**config.mk**
```make
export PLATFORM = sky130hd
export DESIGN_NAME = pmsel_regs
export DESIGN_NICKNAME = d
export VERILOG_FILES = /design/src/pmsel_pkg.sv /design/src/pmsel_regs.sv
export VERILOG_INCLUDE_DIRS = /design/src
export SDC_FILE = /design/constraint.sdc
export NUM_CORES = 1
export LEC_CHECK = 0
export ABC_AREA = 1
export BUFFER_PORTS_ARGS = -buffer_cell sky130_fd_sc_hd__buf_4
export CAP_MARGIN = 10
export CORE_ASPECT_RATIO = 1.75
export CORE_MARGIN = 4
export CORE_UTILIZATION = 46
export DETAILED_ROUTE_END_ITERATION = 8
export GPL_TIMING_DRIVEN = 0
export PLACE_DENSITY = 0.92
export SLEW_MARGIN = 10
export SYNTH_ARGS = -nofsm -noshare
export SYNTH_HDL_FRONTEND = slang
export SYNTH_SLANG_ARGS = --single-unit
```
**constraint.sdc**
```tcl
create_clock -name hclk -period 2.9 [get_ports hclk]
set_clock_uncertainty 0.15 [all_clocks]
set_input_delay 0.145 -clock hclk [delete_from_list [all_inputs] [get_ports hclk]]
set_output_delay 0.145 -clock hclk [all_outputs]
set_load 0.05 [all_outputs]
```
**src/pmsel_defines.svh**
```systemverilog
`ifndef PMSEL_DEFINES_SVH
`define PMSEL_DEFINES_SVH

// register byte addresses (offsets 0x05/0x06 are not word multiples)
`define PMSEL_IDX_MODE       8'h05
`define PMSEL_IDX_TGT_ID     8'h06
`define PMSEL_ADDR_MODE      12'h014
`define PMSEL_ADDR_TGT_ID    12'h018

// mode register fields
`define PMSEL_BIT_OVERRIDE   5
`define PMSEL_BIT_CURRENT    4
`define PMSEL_BIT_STAT12     3
`define PMSEL_BIT_STAT10     2
`define PMSEL_BIT_TX12       1
`define PMSEL_BIT_TX10       0

// identifier register fields
`define PMSEL_BIT_HOLD       0
`define PMSEL_ID_LSB         1
`define PMSEL_ID_MSB         7

// reset values
`define PMSEL_RST_MODE       8'h00
`define PMSEL_RST_ID         7'h00

`endif

```
**src/pmsel_pkg.sv**
```systemverilog
package pmsel_pkg;

    typedef enum logic [1:0] {
        PMSEL_W_NONE,
        PMSEL_W_TEN,
        PMSEL_W_TWELVE
    } pmsel_width_t;

endpackage : pmsel_pkg

```
**src/pmsel_regs.sv**
```systemverilog
// Chosen here: register access over AHB-Lite.
`timescale 1ns/100ps
// Summary of operation
// - override bit selects local mode over remote
// - bit 4 shows remote mode is current
// - bit 3 shows remote twelve-bit selection
// - bit 2 shows remote ten-bit selection
// - bit 1 enables twelve-bit bus under override
// - bit 0 enables ten-bit bus under override
// - hold seven-bit remote target identifier
// - zero identifier blocks remote access
// - identifier auto-loads after receiver lock
// - freeze bit suppresses automatic identifier load
`include "pmsel_defines.svh"

module pmsel_regs (
    input  wire logic        hclk,
    input  wire logic        hresetn,
    input  wire logic        hsel,
    input  wire logic [11:0] haddr,
    input  wire logic [1:0]  htrans,
    input  wire logic        hwrite,
    input  wire logic [2:0]  hsize,
    input  wire logic [31:0] hwdata,
    input  wire logic        hready,
    output logic      [31:0] hrdata,
    output logic             hreadyout,
    output logic             hresp,
    input  wire logic        remote_width_current,
    input  wire logic        remote_sel_twelve,
    input  wire logic        remote_sel_ten,
    input  wire logic        rx_lock,
    input  wire logic [6:0]  bc_target_id,
    output logic             tx_twelve_bit_bus,
    output logic             tx_ten_bit_bus,
    output pmsel_pkg::pmsel_width_t tx_width,
    output logic      [6:0]  remote_target_id,
    output logic             remote_access_enable
);

    // bus side registers
    // write pending, captured address, read data
    logic        wr_pend_q;
    logic        wr_pend_d;
    logic [11:0] addr_q;
    logic [11:0] addr_d;
    logic [31:0] hrdata_q;
    logic [31:0] hrdata_d;

    // mode register storage, bits 5, 1 and 0
    // bits 4 to 2 are live status, not stored
    logic        override_q;
    logic        override_d;
    logic        tx_twelve_bit_enable_q;
    logic        tx_twelve_bit_enable_d;
    logic        tx_ten_bit_enable_q;
    logic        tx_ten_bit_enable_d;

    // identifier register storage
    // seven identifier bits plus the freeze bit
    logic [6:0]  id_q;
    logic [6:0]  id_d;
    logic        hold_remote_target_id_q;
    logic        hold_remote_target_id_d;

    // receiver lock edge detector
    // starts low so lock held at reset still loads
    logic        lock_q;
    logic        lock_d;

    // transfer qualification and address match
    // read and write decode use different phases
    wire         addr_ok;
    wire         wr_take;
    wire         rd_take;
    wire         hit_mode_rd;
    wire         hit_id_rd;
    wire         hit_mode_wr;
    wire         hit_id_wr;
    wire         wr_mode;
    wire         wr_id;

    // write data fields
    // named slices of hwdata
    wire         wdata_override;
    wire         wdata_tx12;
    wire         wdata_tx10;
    wire [6:0]   wdata_id;
    wire         wdata_hold;

    // selection and identifier control
    // combinational, no extra latency
    wire         lock_rise;
    wire         auto_load;
    wire         sel12;
    wire         sel10;

    // read views
    // low byte only, upper bits always zero
    wire [1:0]   rsvd_rd;
    wire [7:0]   mode_rd;
    wire [7:0]   id_rd;
    wire [31:0]  rd_mux;

    // a transfer is taken only while hready is high
    // sequential and nonsequential treated alike
    assign addr_ok     = hsel && hready && htrans[1];
    assign wr_take     = addr_ok && hwrite;
    assign rd_take     = addr_ok && !hwrite;

    // read decode on the live address phase
    // so read data stands for the whole data phase
    assign hit_mode_rd = (haddr == `PMSEL_ADDR_MODE);
    assign hit_id_rd   = (haddr == `PMSEL_ADDR_TGT_ID);

    // write decode on the captured address
    // haddr may already hold the next transfer
    assign hit_mode_wr = (addr_q == `PMSEL_ADDR_MODE);
    assign hit_id_wr   = (addr_q == `PMSEL_ADDR_TGT_ID);
    assign wr_mode     = wr_pend_q && hit_mode_wr;
    assign wr_id       = wr_pend_q && hit_id_wr;

    // hwdata stands in the data phase only
    // sliced here so the next values stay short
    assign wdata_override = hwdata[`PMSEL_BIT_OVERRIDE];
    assign wdata_tx12     = hwdata[`PMSEL_BIT_TX12];
    assign wdata_tx10     = hwdata[`PMSEL_BIT_TX10];
    assign wdata_id       = hwdata[`PMSEL_ID_MSB:`PMSEL_ID_LSB];
    assign wdata_hold     = hwdata[`PMSEL_BIT_HOLD];

    // auto load on a lock rise unless frozen
    // a lock held high loads only once
    assign lock_rise = rx_lock && !lock_q;
    assign auto_load = lock_rise && !hold_remote_target_id_q;

    // remote selection unless override set
    // local bits ignored while override is clear
    assign sel12 = override_q ? tx_twelve_bit_enable_q
                              : remote_sel_twelve;
    assign sel10 = override_q ? tx_ten_bit_enable_q
                              : remote_sel_ten;

    // reserved bits read zero, writes to them dropped
    assign rsvd_rd = 2'b00;

    // mode register read view
    // status bits show remote selection always
    assign mode_rd = {rsvd_rd,
                      override_q,
                      remote_width_current,
                      remote_sel_twelve,
                      remote_sel_ten,
                      tx_twelve_bit_enable_q,
                      tx_ten_bit_enable_q};

    // identifier register read view
    assign id_rd   = {id_q, hold_remote_target_id_q};

    // unmapped addresses read zero
    assign rd_mux  = hit_mode_rd ? {24'h00_0000, mode_rd} :
                     hit_id_rd   ? {24'h00_0000, id_rd}
                                 : 32'h0000_0000;

    // zero wait state, always okay
    // every transfer ends in its first data cycle
    assign hreadyout = 1'b1;
    assign hresp     = 1'b0;
    assign hrdata    = hrdata_q;

    // effective bus selection
    assign tx_twelve_bit_bus = sel12;
    assign tx_ten_bit_bus    = sel10;

    // twelve wins if both set (software breaking the 10/01 pattern)
    assign tx_width = sel12 ? pmsel_pkg::PMSEL_W_TWELVE :
                      sel10 ? pmsel_pkg::PMSEL_W_TEN
                            : pmsel_pkg::PMSEL_W_NONE;

    // identifier outputs
    // zero identifier keeps remote access shut
    assign remote_target_id     = id_q;
    assign remote_access_enable = (id_q != 7'h00);

    // bus side next values
    // read data held until the next read
    assign wr_pend_d = wr_take;
    assign addr_d    = haddr;
    assign lock_d    = rx_lock;
    assign hrdata_d  = rd_take ? rd_mux : hrdata_q;

    // mode fields change only on a mode write
    // status and reserved bits of the word dropped
    assign override_d             = wr_mode ? wdata_override
                                            : override_q;
    assign tx_twelve_bit_enable_d = wr_mode ? wdata_tx12
                                            : tx_twelve_bit_enable_q;
    assign tx_ten_bit_enable_d    = wr_mode ? wdata_tx10
                                            : tx_ten_bit_enable_q;

    // software write wins over a same-cycle auto load
    // keeps a written identifier from being lost
    assign id_d = wr_id     ? wdata_id     :
                  auto_load ? bc_target_id
                            : id_q;
    assign hold_remote_target_id_d = wr_id ? wdata_hold
                                           : hold_remote_target_id_q;

    // write pending flag
    // marks the data phase of a taken write
    always_ff @(posedge hclk or negedge hresetn) begin
        if (!hresetn) begin
            wr_pend_q <= 1'b0;
        end else begin
            wr_pend_q <= wr_pend_d;
        end
    end

    // captured address
    // only used while the write flag is set
    always_ff @(posedge hclk or negedge hresetn) begin
        if (!hresetn) begin
            addr_q <= 12'h000;
        end else begin
            addr_q <= addr_d;
        end
    end

    // read data register
    // loaded at the end of the address phase
    always_ff @(posedge hclk or negedge hresetn) begin
        if (!hresetn) begin
            hrdata_q <= 32'h0000_0000;
        end else begin
            hrdata_q <= hrdata_d;
        end
    end

    // lock history
    // one cycle delayed copy for edge detection
    always_ff @(posedge hclk or negedge hresetn) begin
        if (!hresetn) begin
            lock_q <= 1'b0;
        end else begin
            lock_q <= lock_d;
        end
    end

    // override bit
    // clear at reset: remote selection in charge
    always_ff @(posedge hclk or negedge hresetn) begin
        if (!hresetn) begin
            override_q <= 1'b0;
        end else begin
            override_q <= override_d;
        end
    end

    // local twelve-bit enable
    // only felt while override is set
    always_ff @(posedge hclk or negedge hresetn) begin
        if (!hresetn) begin
            tx_twelve_bit_enable_q <= 1'b0;
        end else begin
            tx_twelve_bit_enable_q <= tx_twelve_bit_enable_d;
        end
    end

    // local ten-bit enable
    // only felt while override is set
    always_ff @(posedge hclk or negedge hresetn) begin
        if (!hresetn) begin
            tx_ten_bit_enable_q <= 1'b0;
        end else begin
            tx_ten_bit_enable_q <= tx_ten_bit_enable_d;
        end
    end

    // remote identifier
    // zero at reset, remote access blocked
    always_ff @(posedge hclk or negedge hresetn) begin
        if (!hresetn) begin
            id_q <= `PMSEL_RST_ID;
        end else begin
            id_q <= id_d;
        end
    end

    // freeze bit
    // set by software to keep its own identifier
    always_ff @(posedge hclk or negedge hresetn) begin
        if (!hresetn) begin
            hold_remote_target_id_q <= 1'b0;
        end else begin
            hold_remote_target_id_q <= hold_remote_target_id_d;
        end
    end

endmodule : pmsel_regs

```
Word level (Yosys, flattened, before mapping)
Cells that the tools add are included.
{"block": "classes", "reduce_logical": 13, "n_eq_ne": 4, "muxes": 8}
{"op": "$eq A12 B5 Y1 const B", "count": 4}
{"op": "$mux W8", "count": 2}
{"op": "$mux W7", "count": 2}
{"op": "$logic_and A1 B1 Y1", "count": 8}
{"op": "$reduce_bool A7 Y1", "count": 1}
{"op": "$logic_not A1 Y1", "count": 3}
{"op": "$mux W1", "count": 3}
{"op": "$mux W2", "count": 1}
{"op": "$reduce_bool A2 Y1", "count": 1}
{"block": "word_totals", "ff_bits": 57}

Depth between registers and ports, before layout
Gate-level depths: netlist of run 1.
{"block": "logic_depth", "word_depth": 5, "ltp_mapped": 8, "depth_no_buf": 8}

Least setup slack after synthesis of run 1
OpenSTA, ideal clock, no wires.
{"block": "synth_path", "path_kind": "register to output", "from": "register override_q", "to": "output port tx_width[0]", "setup_slack_ns": 1.051, "path_stages_with_launch": 3, "arrival_time_ns": 1.554, "t_required_ns": 2.605, "path_cell_list": "dfrtp_1 mux2_2 nor2_1"}
{"block": "synth_between", "word_cells_on_any_way": 4}
{"element": "from (decl)", "line": "pmsel_regs.sv:52", "source": "logic override_q;"}
{"element": "from (signal assigned)", "line": "pmsel_regs.sv:254", "source": "override_q <= override_d;"}
{"element": "$mux W1", "line": "pmsel_regs.sv:138", "source": "assign sel12 = override_q ? tx_twelve_bit_enable_q"}
{"element": "via tx_twelve_bit_bus", "line": "pmsel_regs.sv:34", "source": "output logic tx_twelve_bit_bus,"}
{"element": "$mux W2", "line": "pmsel_regs.sv:175", "source": "assign tx_width = sel12 ? pmsel_pkg::PMSEL_W_TWELVE :"}
{"element": "to (decl)", "line": "pmsel_regs.sv:36", "source": "output pmsel_pkg::pmsel_width_t tx_width,"}
The timed path passes the listed nets, and every way through them passes these cells.

Worst setup path in the final report of run 1
{"block": "layout_path", "from": "register override_q", "to": "output port tx_width[1]"}
{"block": "layout_between", "elab_chain_len": 2}
{"element": "$mux W1", "line": "pmsel_regs.sv:138"}
{"element": "$mux W2", "line": "pmsel_regs.sv:175"}
Every way passes these cells.

==> results of run 1 <==
per-layer routing:
metal  vias to the layer above  part of all wire  global-route usage
li1                        847                 -                   -
met3                         7             0.075              0.0414
met1                       753              0.34               0.205
met4                         0             0.022              0.0852
met5                         -                 0                   0
met2                        65              0.57               0.382
worst reg2reg max path: cells and delay by family, from the launching register on:
| kind | cells | cell delay, ns |
|---|---|---|
| buffers and inverters | 1 | 0.15 |
| DFF | 1 | 0.38 |
| and+or+nand+nor | 6 | 0.74 |
power by group through the flow:
| stage | Sequential (mW) | Clock, mW | Combinational (mW) |
|---|---|---|---|
| after floorplan | 0.568 | 0 | 0.147 |
| after global placement | 0.519 | 0 | 0.285 |
| after detailed placement | 0.519 | 0 | 0.289 |
| after CTS | 0.511 | 0.334 | 0.315 |
| after global routing | 0.515 | 0.352 | 0.338 |
| final | 0.513 | 0.327 | 0.318 |
synthesized netlist by cell type, drive strengths merged:
cell type,count
nand2,49
nand3,40
dfrtp,33
buf,29
inv,25
nor2,24
nor3,4
o21ai,4
conb,2
a21oi,1
clkinv,1
mux2,1
nand3b,1
nor2b,1
nor3b,1
nor4,1
worst max-delay path by stage:
stage | startpoint | to | cells after the start
after floorplan | override_q | tx_width[0] | 2
after global placement | addr_q[9] | remote_target_id[0] | 7
after detailed placement | addr_q[9] | remote_target_id[3] | 7
after CTS | override_q | tx_width[1] | 3
after global routing | haddr[9] | hrdata[0] | 9
final | override_q | tx_width[1] | 3
cell type report:
class                   instances  area share
plain buffers                  29      0.0825
clock buffers                   6      0.0273
clock inverters                 2     0.00377
inverters                      26      0.0368
multi-input cells             153       0.268
flip-flops and latches         33       0.311
well taps                      46      0.0217
repair buffers                 80       0.249
cells by family (layout without fill, tap and decap cells):
group                  count (synthesis)  after routing  share of synthesized area
AND/OR/NAND/NOR                      121            121                      0.327
buffers and inverters                 55            143                      0.180
flip-flops                            33             33                      0.468
AO/OA/AOI/OAI                          5              5                     0.0142
other                                  2             26                    0.00426
multiplexers                           1              1                    0.00639
stage by stage:
stage          cells  hold WS (ns)
2_1_floorplan    241        -0.301
3_3_place_gp     343       -0.0533
3_5_place_dp     343       -0.0469
4_1_cts          375        0.0311
5_1_grt          375        0.0611
6_report         375        0.0396
flip-flops by register name, indices dropped and copies added, names as in the netlist:
register                 flops
hold_remote_target_id_q      1
addr_q                      12
tx_ten_bit_enable_q          1
hrdata                       8
remote_target_id             7
override_q                   1
lock_q                       1
wr_pend_q                    1
tx_twelve_bit_enable_q       1
==> results.txt, run 1 <==
WHS Endpoint - hrdata[3]
Root Buffer - clkbuf_8
final setup margin - 1.19 ns
Clk network pwr share - 0.283
worst IR drop on VDD - 0.543 mV
Port Buffer Count - 56
crit path buf inv count - 2
Final Slew Violations - 0
Synth Instances - 217
Netlist Area Pre-Place - 1760 µm²
share of the synthesized area in the top cell type - 0.468
CTS sink cnt - 33
#FFs+latches synth - 33
sequential area share after synthesis - 0.468
via count - 1672
r2r startpoint - addr_q[8]
number of global-route vias before repair - 1697
# hold bufs at CTS - 24
Worst Hold Depth - 5
CP Class - reg2out
antenna-violating nets left - 0
area of the multi-input gates - 711 µm²
pwr/cell area - 436 nW/µm²
WP data arrival - 1.42 ns
critical path, cell by cell - mux2_2 -> buf_4 -> buf_4
Site Rows - 29
CTS clk-pin slew, worst paths - 0.07 ns
Psw - 389 µW
CP Max Fanout - 5
initial antenna violation count - 0
Synthesis Warnings - 0
post-CTS setup buffer count - 0
number of DRC markers in iteration 0 - 25
Leak - 1.51 nW
Final Util - 0.724
Worst Hold Launch - remote_sel_twelve
final setup fails - 0
GRT Overall Usage - 0.207
post-DP HPWL - 3.29 mm
setup_tns - 0 ns
slowest stage cell, crit path - dfrtp_1
period utilization - 0.591
antenna cells - 0
most common cell after layout, fill and taps aside - buf_4
PostCTS Resize Cnt - 0
most frequent CP cell - buf_4
count of cell types in the netlist - 25
Max Fclk - 0.584 GHz
CP endpoint kind - output port
Worst Hold Class - in2reg
most frequent cells in the layout - 83 x buf_4, 47 x nand2_1, 37 x nand3_1, 33 x dfrtp_1, 26 x conb_1
Area after DPL - 2330 µm²
Layout fillers - 285
RSZ-0062 raised after global routing - false
CP required - 2.61 ns
post-layout instance area - 2650 µm²
CTS tree - yes
Starting Density - 0.481
Power Total - 1.16 mW
FF+latch area - 826 µm²
I/O Pins - 111
RD Place Congestion - 0.788
grt ovf - 0
dpl ws - 1.41 ns
WL/cell - 12.0 µm
ratio of cells with drive above 1 in the final layout - 0.322
die height - 89.9 µm
largest net degree at the start of global routing - 34
Yosys top cell by area - dfrtp_1
R2R setup slack - 1.35 ns
die area - 4930 µm²
core area - 3660 µm²
internal power - 769 µW
TritonRoute pass-1 iters - 4
CP max stage delay - 0.42 ns
H-tree Lvls - 2
Residual DRC - 0
R2R cell count - 7
Switching Share - 0.336
post-route minimum period - 1.71 ns
DR vias/cell - 4.46
Critical Path Start Type - register
Avg Synthesized Cell Area - 8.12 µm²
global-route wire length before repair - 7.45 mm
status - finished clean
R2R Path End - remote_target_id[3]
Comb pwr share - 0.274
die width - 54.8 µm
CP top delay family - flip-flops
Post-Route WL - 4.50 mm
max-cap violations - 0
TritonCTS Buffers - 5
synth-to-layout area growth - 50.5%
Seq pwr share - 0.443
CTS Buffer Depth - 2
Synth area leaders - dfrtp_1 47%, buf_4 11%, nand3_1 11%, nand2_1 10%, inv_1 4.5%
Final #Nets - 393
Fin. Hold Viols - 0
clock latency on the worst-skew pair - 0.29 ns
No activity file was read; power rests on OpenSTA's default activity.
==> run 2, diff against run 1 <==
Settings changed: CORE_UTILIZATION 46 to 42, PLACE_DENSITY 0.92 to 0.85.
Clock period 2.9 ns to 1.7 ns, I/O delays scaled along.
==> run 2 against run 1 <==
Effect of this change: routed wire length increased by 3.7%; sequential power increased by 71%; cell count increased by 3.2%; sequential share of layout area decreased by 1.7 points; hold slack got worse by 0.024 ns; via count increased by 3.7%; largest cell class unchanged.
==> results.txt, run 2 (synthesized netlist as in run 1, its figures left out) <==
RD Place Congestion - 0.794 (was 0.788)
die area - 5340 µm² (was 4930 µm²)
Site Rows - 30 (was 29)
CTS Buffer Depth - 2 (unchanged)
critical path, cell by cell - nor4_2 -> nand2_1 -> buf_4 (was mux2_2 -> buf_4 -> buf_4)
die width - 57.0 µm (was 54.8 µm)
R2R cell count - 7 (unchanged)
Worst Hold Depth - 5 (unchanged)
via count - 1734 (was 1672)
R2R setup slack - 0.14 ns (was 1.35 ns)
number of global-route vias before repair - 1775 (was 1697)
I/O Pins - 111 (unchanged)
Leak - 1.57 nW (was 1.51 nW)
WHS Endpoint - remote_target_id[2] (was hrdata[3])
ratio of cells with drive above 1 in the final layout - 0.333 (was 0.322)
CP Class - reg2out (unchanged)
Starting Density - 0.443 (was 0.481)
WL/cell - 12.1 µm (was 12.0 µm)
Root Buffer - clkbuf_8 (unchanged)
post-route insts no fill - 387 (was 375)
antenna-violating nets left - 0 (unchanged)
synth-to-layout area growth - 59.3% (was 50.5%)
Residual DRC - 0 (unchanged)
CTS tree - yes (unchanged)
period utilization - 0.947
antenna cells - 0 (unchanged)
CTS clk-pin slew, worst paths - 0.07 ns (about the same)
Max Fclk - 0.621 GHz
Hold WS - 0.0153 ns (was 0.0396 ns)
die height - 93.7 µm (was 89.9 µm)
CP Max Fanout - 4 (was 5)
Worst Hold Launch - bc_target_id[2] (was remote_sel_twelve)
CP endpoint kind - output port (unchanged)
max reg flops - 12 (unchanged)
max-cap violations - 0 (unchanged)
Inst Count DP - 345 (was 343)
post-route minimum period - 1.61 ns
status - finished clean (unchanged)
Worst Hold Class - in2reg (unchanged)
clock latency on the worst-skew pair - 0.29 ns (about the same)
TritonRoute pass-1 iters - 4 (unchanged)
most frequent cells in the layout - 84 x buf_4, 47 x nand2_1, 37 x nand3_1, 33 x dfrtp_1, 33 x dlygate4sd3_1 (was 83 x buf_4, 47 x nand2_1, 37 x nand3_1, 33 x dfrtp_1, 26 x conb_1)
H-tree Lvls - 2 (unchanged)
setup_tns - 0 ns (unchanged)
pwr/cell area - 785 nW/µm² (was 436 nW/µm²)
TritonCTS Buffers - 5 (unchanged)
global-route wire length before repair - 7.80 mm (was 7.45 mm)
number of DRC markers in iteration 0 - 30 (was 25)
RSZ-0062 raised after global routing - false (unchanged)
CP required - 1.46 ns (was 2.61 ns)
final setup fails - 0 (unchanged)
CP max stage delay - 0.45 ns (was 0.42 ns)
core area - 3980 µm² (was 3660 µm²)
CTS sink cnt - 33 (unchanged)
post-DP HPWL - 3.32 mm (was 3.29 mm)
Critical Path Start Type - register (unchanged)
GRT Overall Usage - 0.186 (was 0.207)
Final #Nets - 403 (was 393)
most common cell after layout, fill and taps aside - buf_4 (unchanged)
largest net degree at the start of global routing - 34 (unchanged)
largest reg by FF count - addr_q (unchanged)
Fin. Hold Viols - 0 (unchanged)
worst IR drop on VDD - 0.558 mV (was 0.543 mV)
R2R Path End - remote_target_id[3] (unchanged)
DR vias/cell - 4.48 (was 4.46)
Power Total - 2.20 mW (was 1.16 mW)
Final Slew Violations - 0 (unchanged)
r2r startpoint - addr_q[8] (unchanged)
Port Buffer Count - 56 (unchanged)
WP data arrival - 1.37 ns (was 1.42 ns)
initial antenna violation count - 0 (unchanged)
grt ovf - 0 (unchanged)
slowest stage cell, crit path - dfrtp_1 (unchanged)
Post-Route WL - 4.67 mm (was 4.50 mm)
run 2: changes by cell type in the layout (fill, tap and decap cells not counted), moves of 2 or more:
cell	change
dlygate4sd3_1	+9
nor2_1	-3
nor2_2	+3
clkinv_2	-2
run 2: repair_timing:
item,in CTS,in global routing
setup endpoints to repair,0,8
hold endpoints to repair,64,0
setup buffers,0,1
hold buffers,33,0
resized for setup,0,4
run 2: critical path: cells and delay by family (launching register included):
family	cells	cell delay, ns
buffers and inverters	1	0.20
flip-flops	1	0.45
AND/OR/NAND/NOR	2	0.43
run 2: final cells by class:
class / count / area (µm²)
Multi-Input combinational cell: 153 / 727
Buffer: 29 / 219
Inverter: 26 / 97.6
Tap cell: 48 / 60.1
Fill cell: 321 / 1170
Clock buffer: 6 / 82.6
Sequential cell: 33 / 826
Clock inverter: 2 / 37.5
Timing Repair Buffer: 90 / 758
run 2: how the worst max path moves through the flow:
stage	start	to	slack (ns)	depth (start not counted)
after CTS	override_q	tx_width[1]	0.06	3
after detailed placement	addr_q[8]	remote_target_id[2]	0.15	7
after floorplan	override_q	tx_width[0]	0.14	2
final	remote_target_id[0]	remote_access_enable	0.09	3
after global routing	remote_target_id[0]	remote_access_enable	0.04	3
after global placement	addr_q[9]	remote_target_id[0]	0.19	7
run 2: power by group:
part	total, mW	switching, mW	leakage [nW]	internal (mW)
registers	0.878	0.0486	0.402	0.829
logic	0.566	0.352	1.11	0.214
clock network	0.760	0.284	0.0574	0.476
total	2.20	0.685	1.57	1.52
run 2: through the flow:
| step | setup slack [ns] | area (µm²) | utilization |
|---|---|---|---|
| after floorplan | 0.140 | 1860 | - |
| after global placement | 0.193 | 2340 | 0.587 |
| after detailed placement | 0.146 | 2340 | 0.587 |
| after CTS | 0.0566 | 2790 | 0.700 |
| after global routing | 0.0353 | 2810 | 0.706 |
| final | 0.0904 | 2810 | 0.706 |
run 2: routing by layer:
layer  share of wire  track usage  wire length, µm
met1            0.33        0.188             1550
met2            0.56        0.344             2600
met3           0.070       0.0399              327
met4           0.041        0.103              189
met5               0            0                0
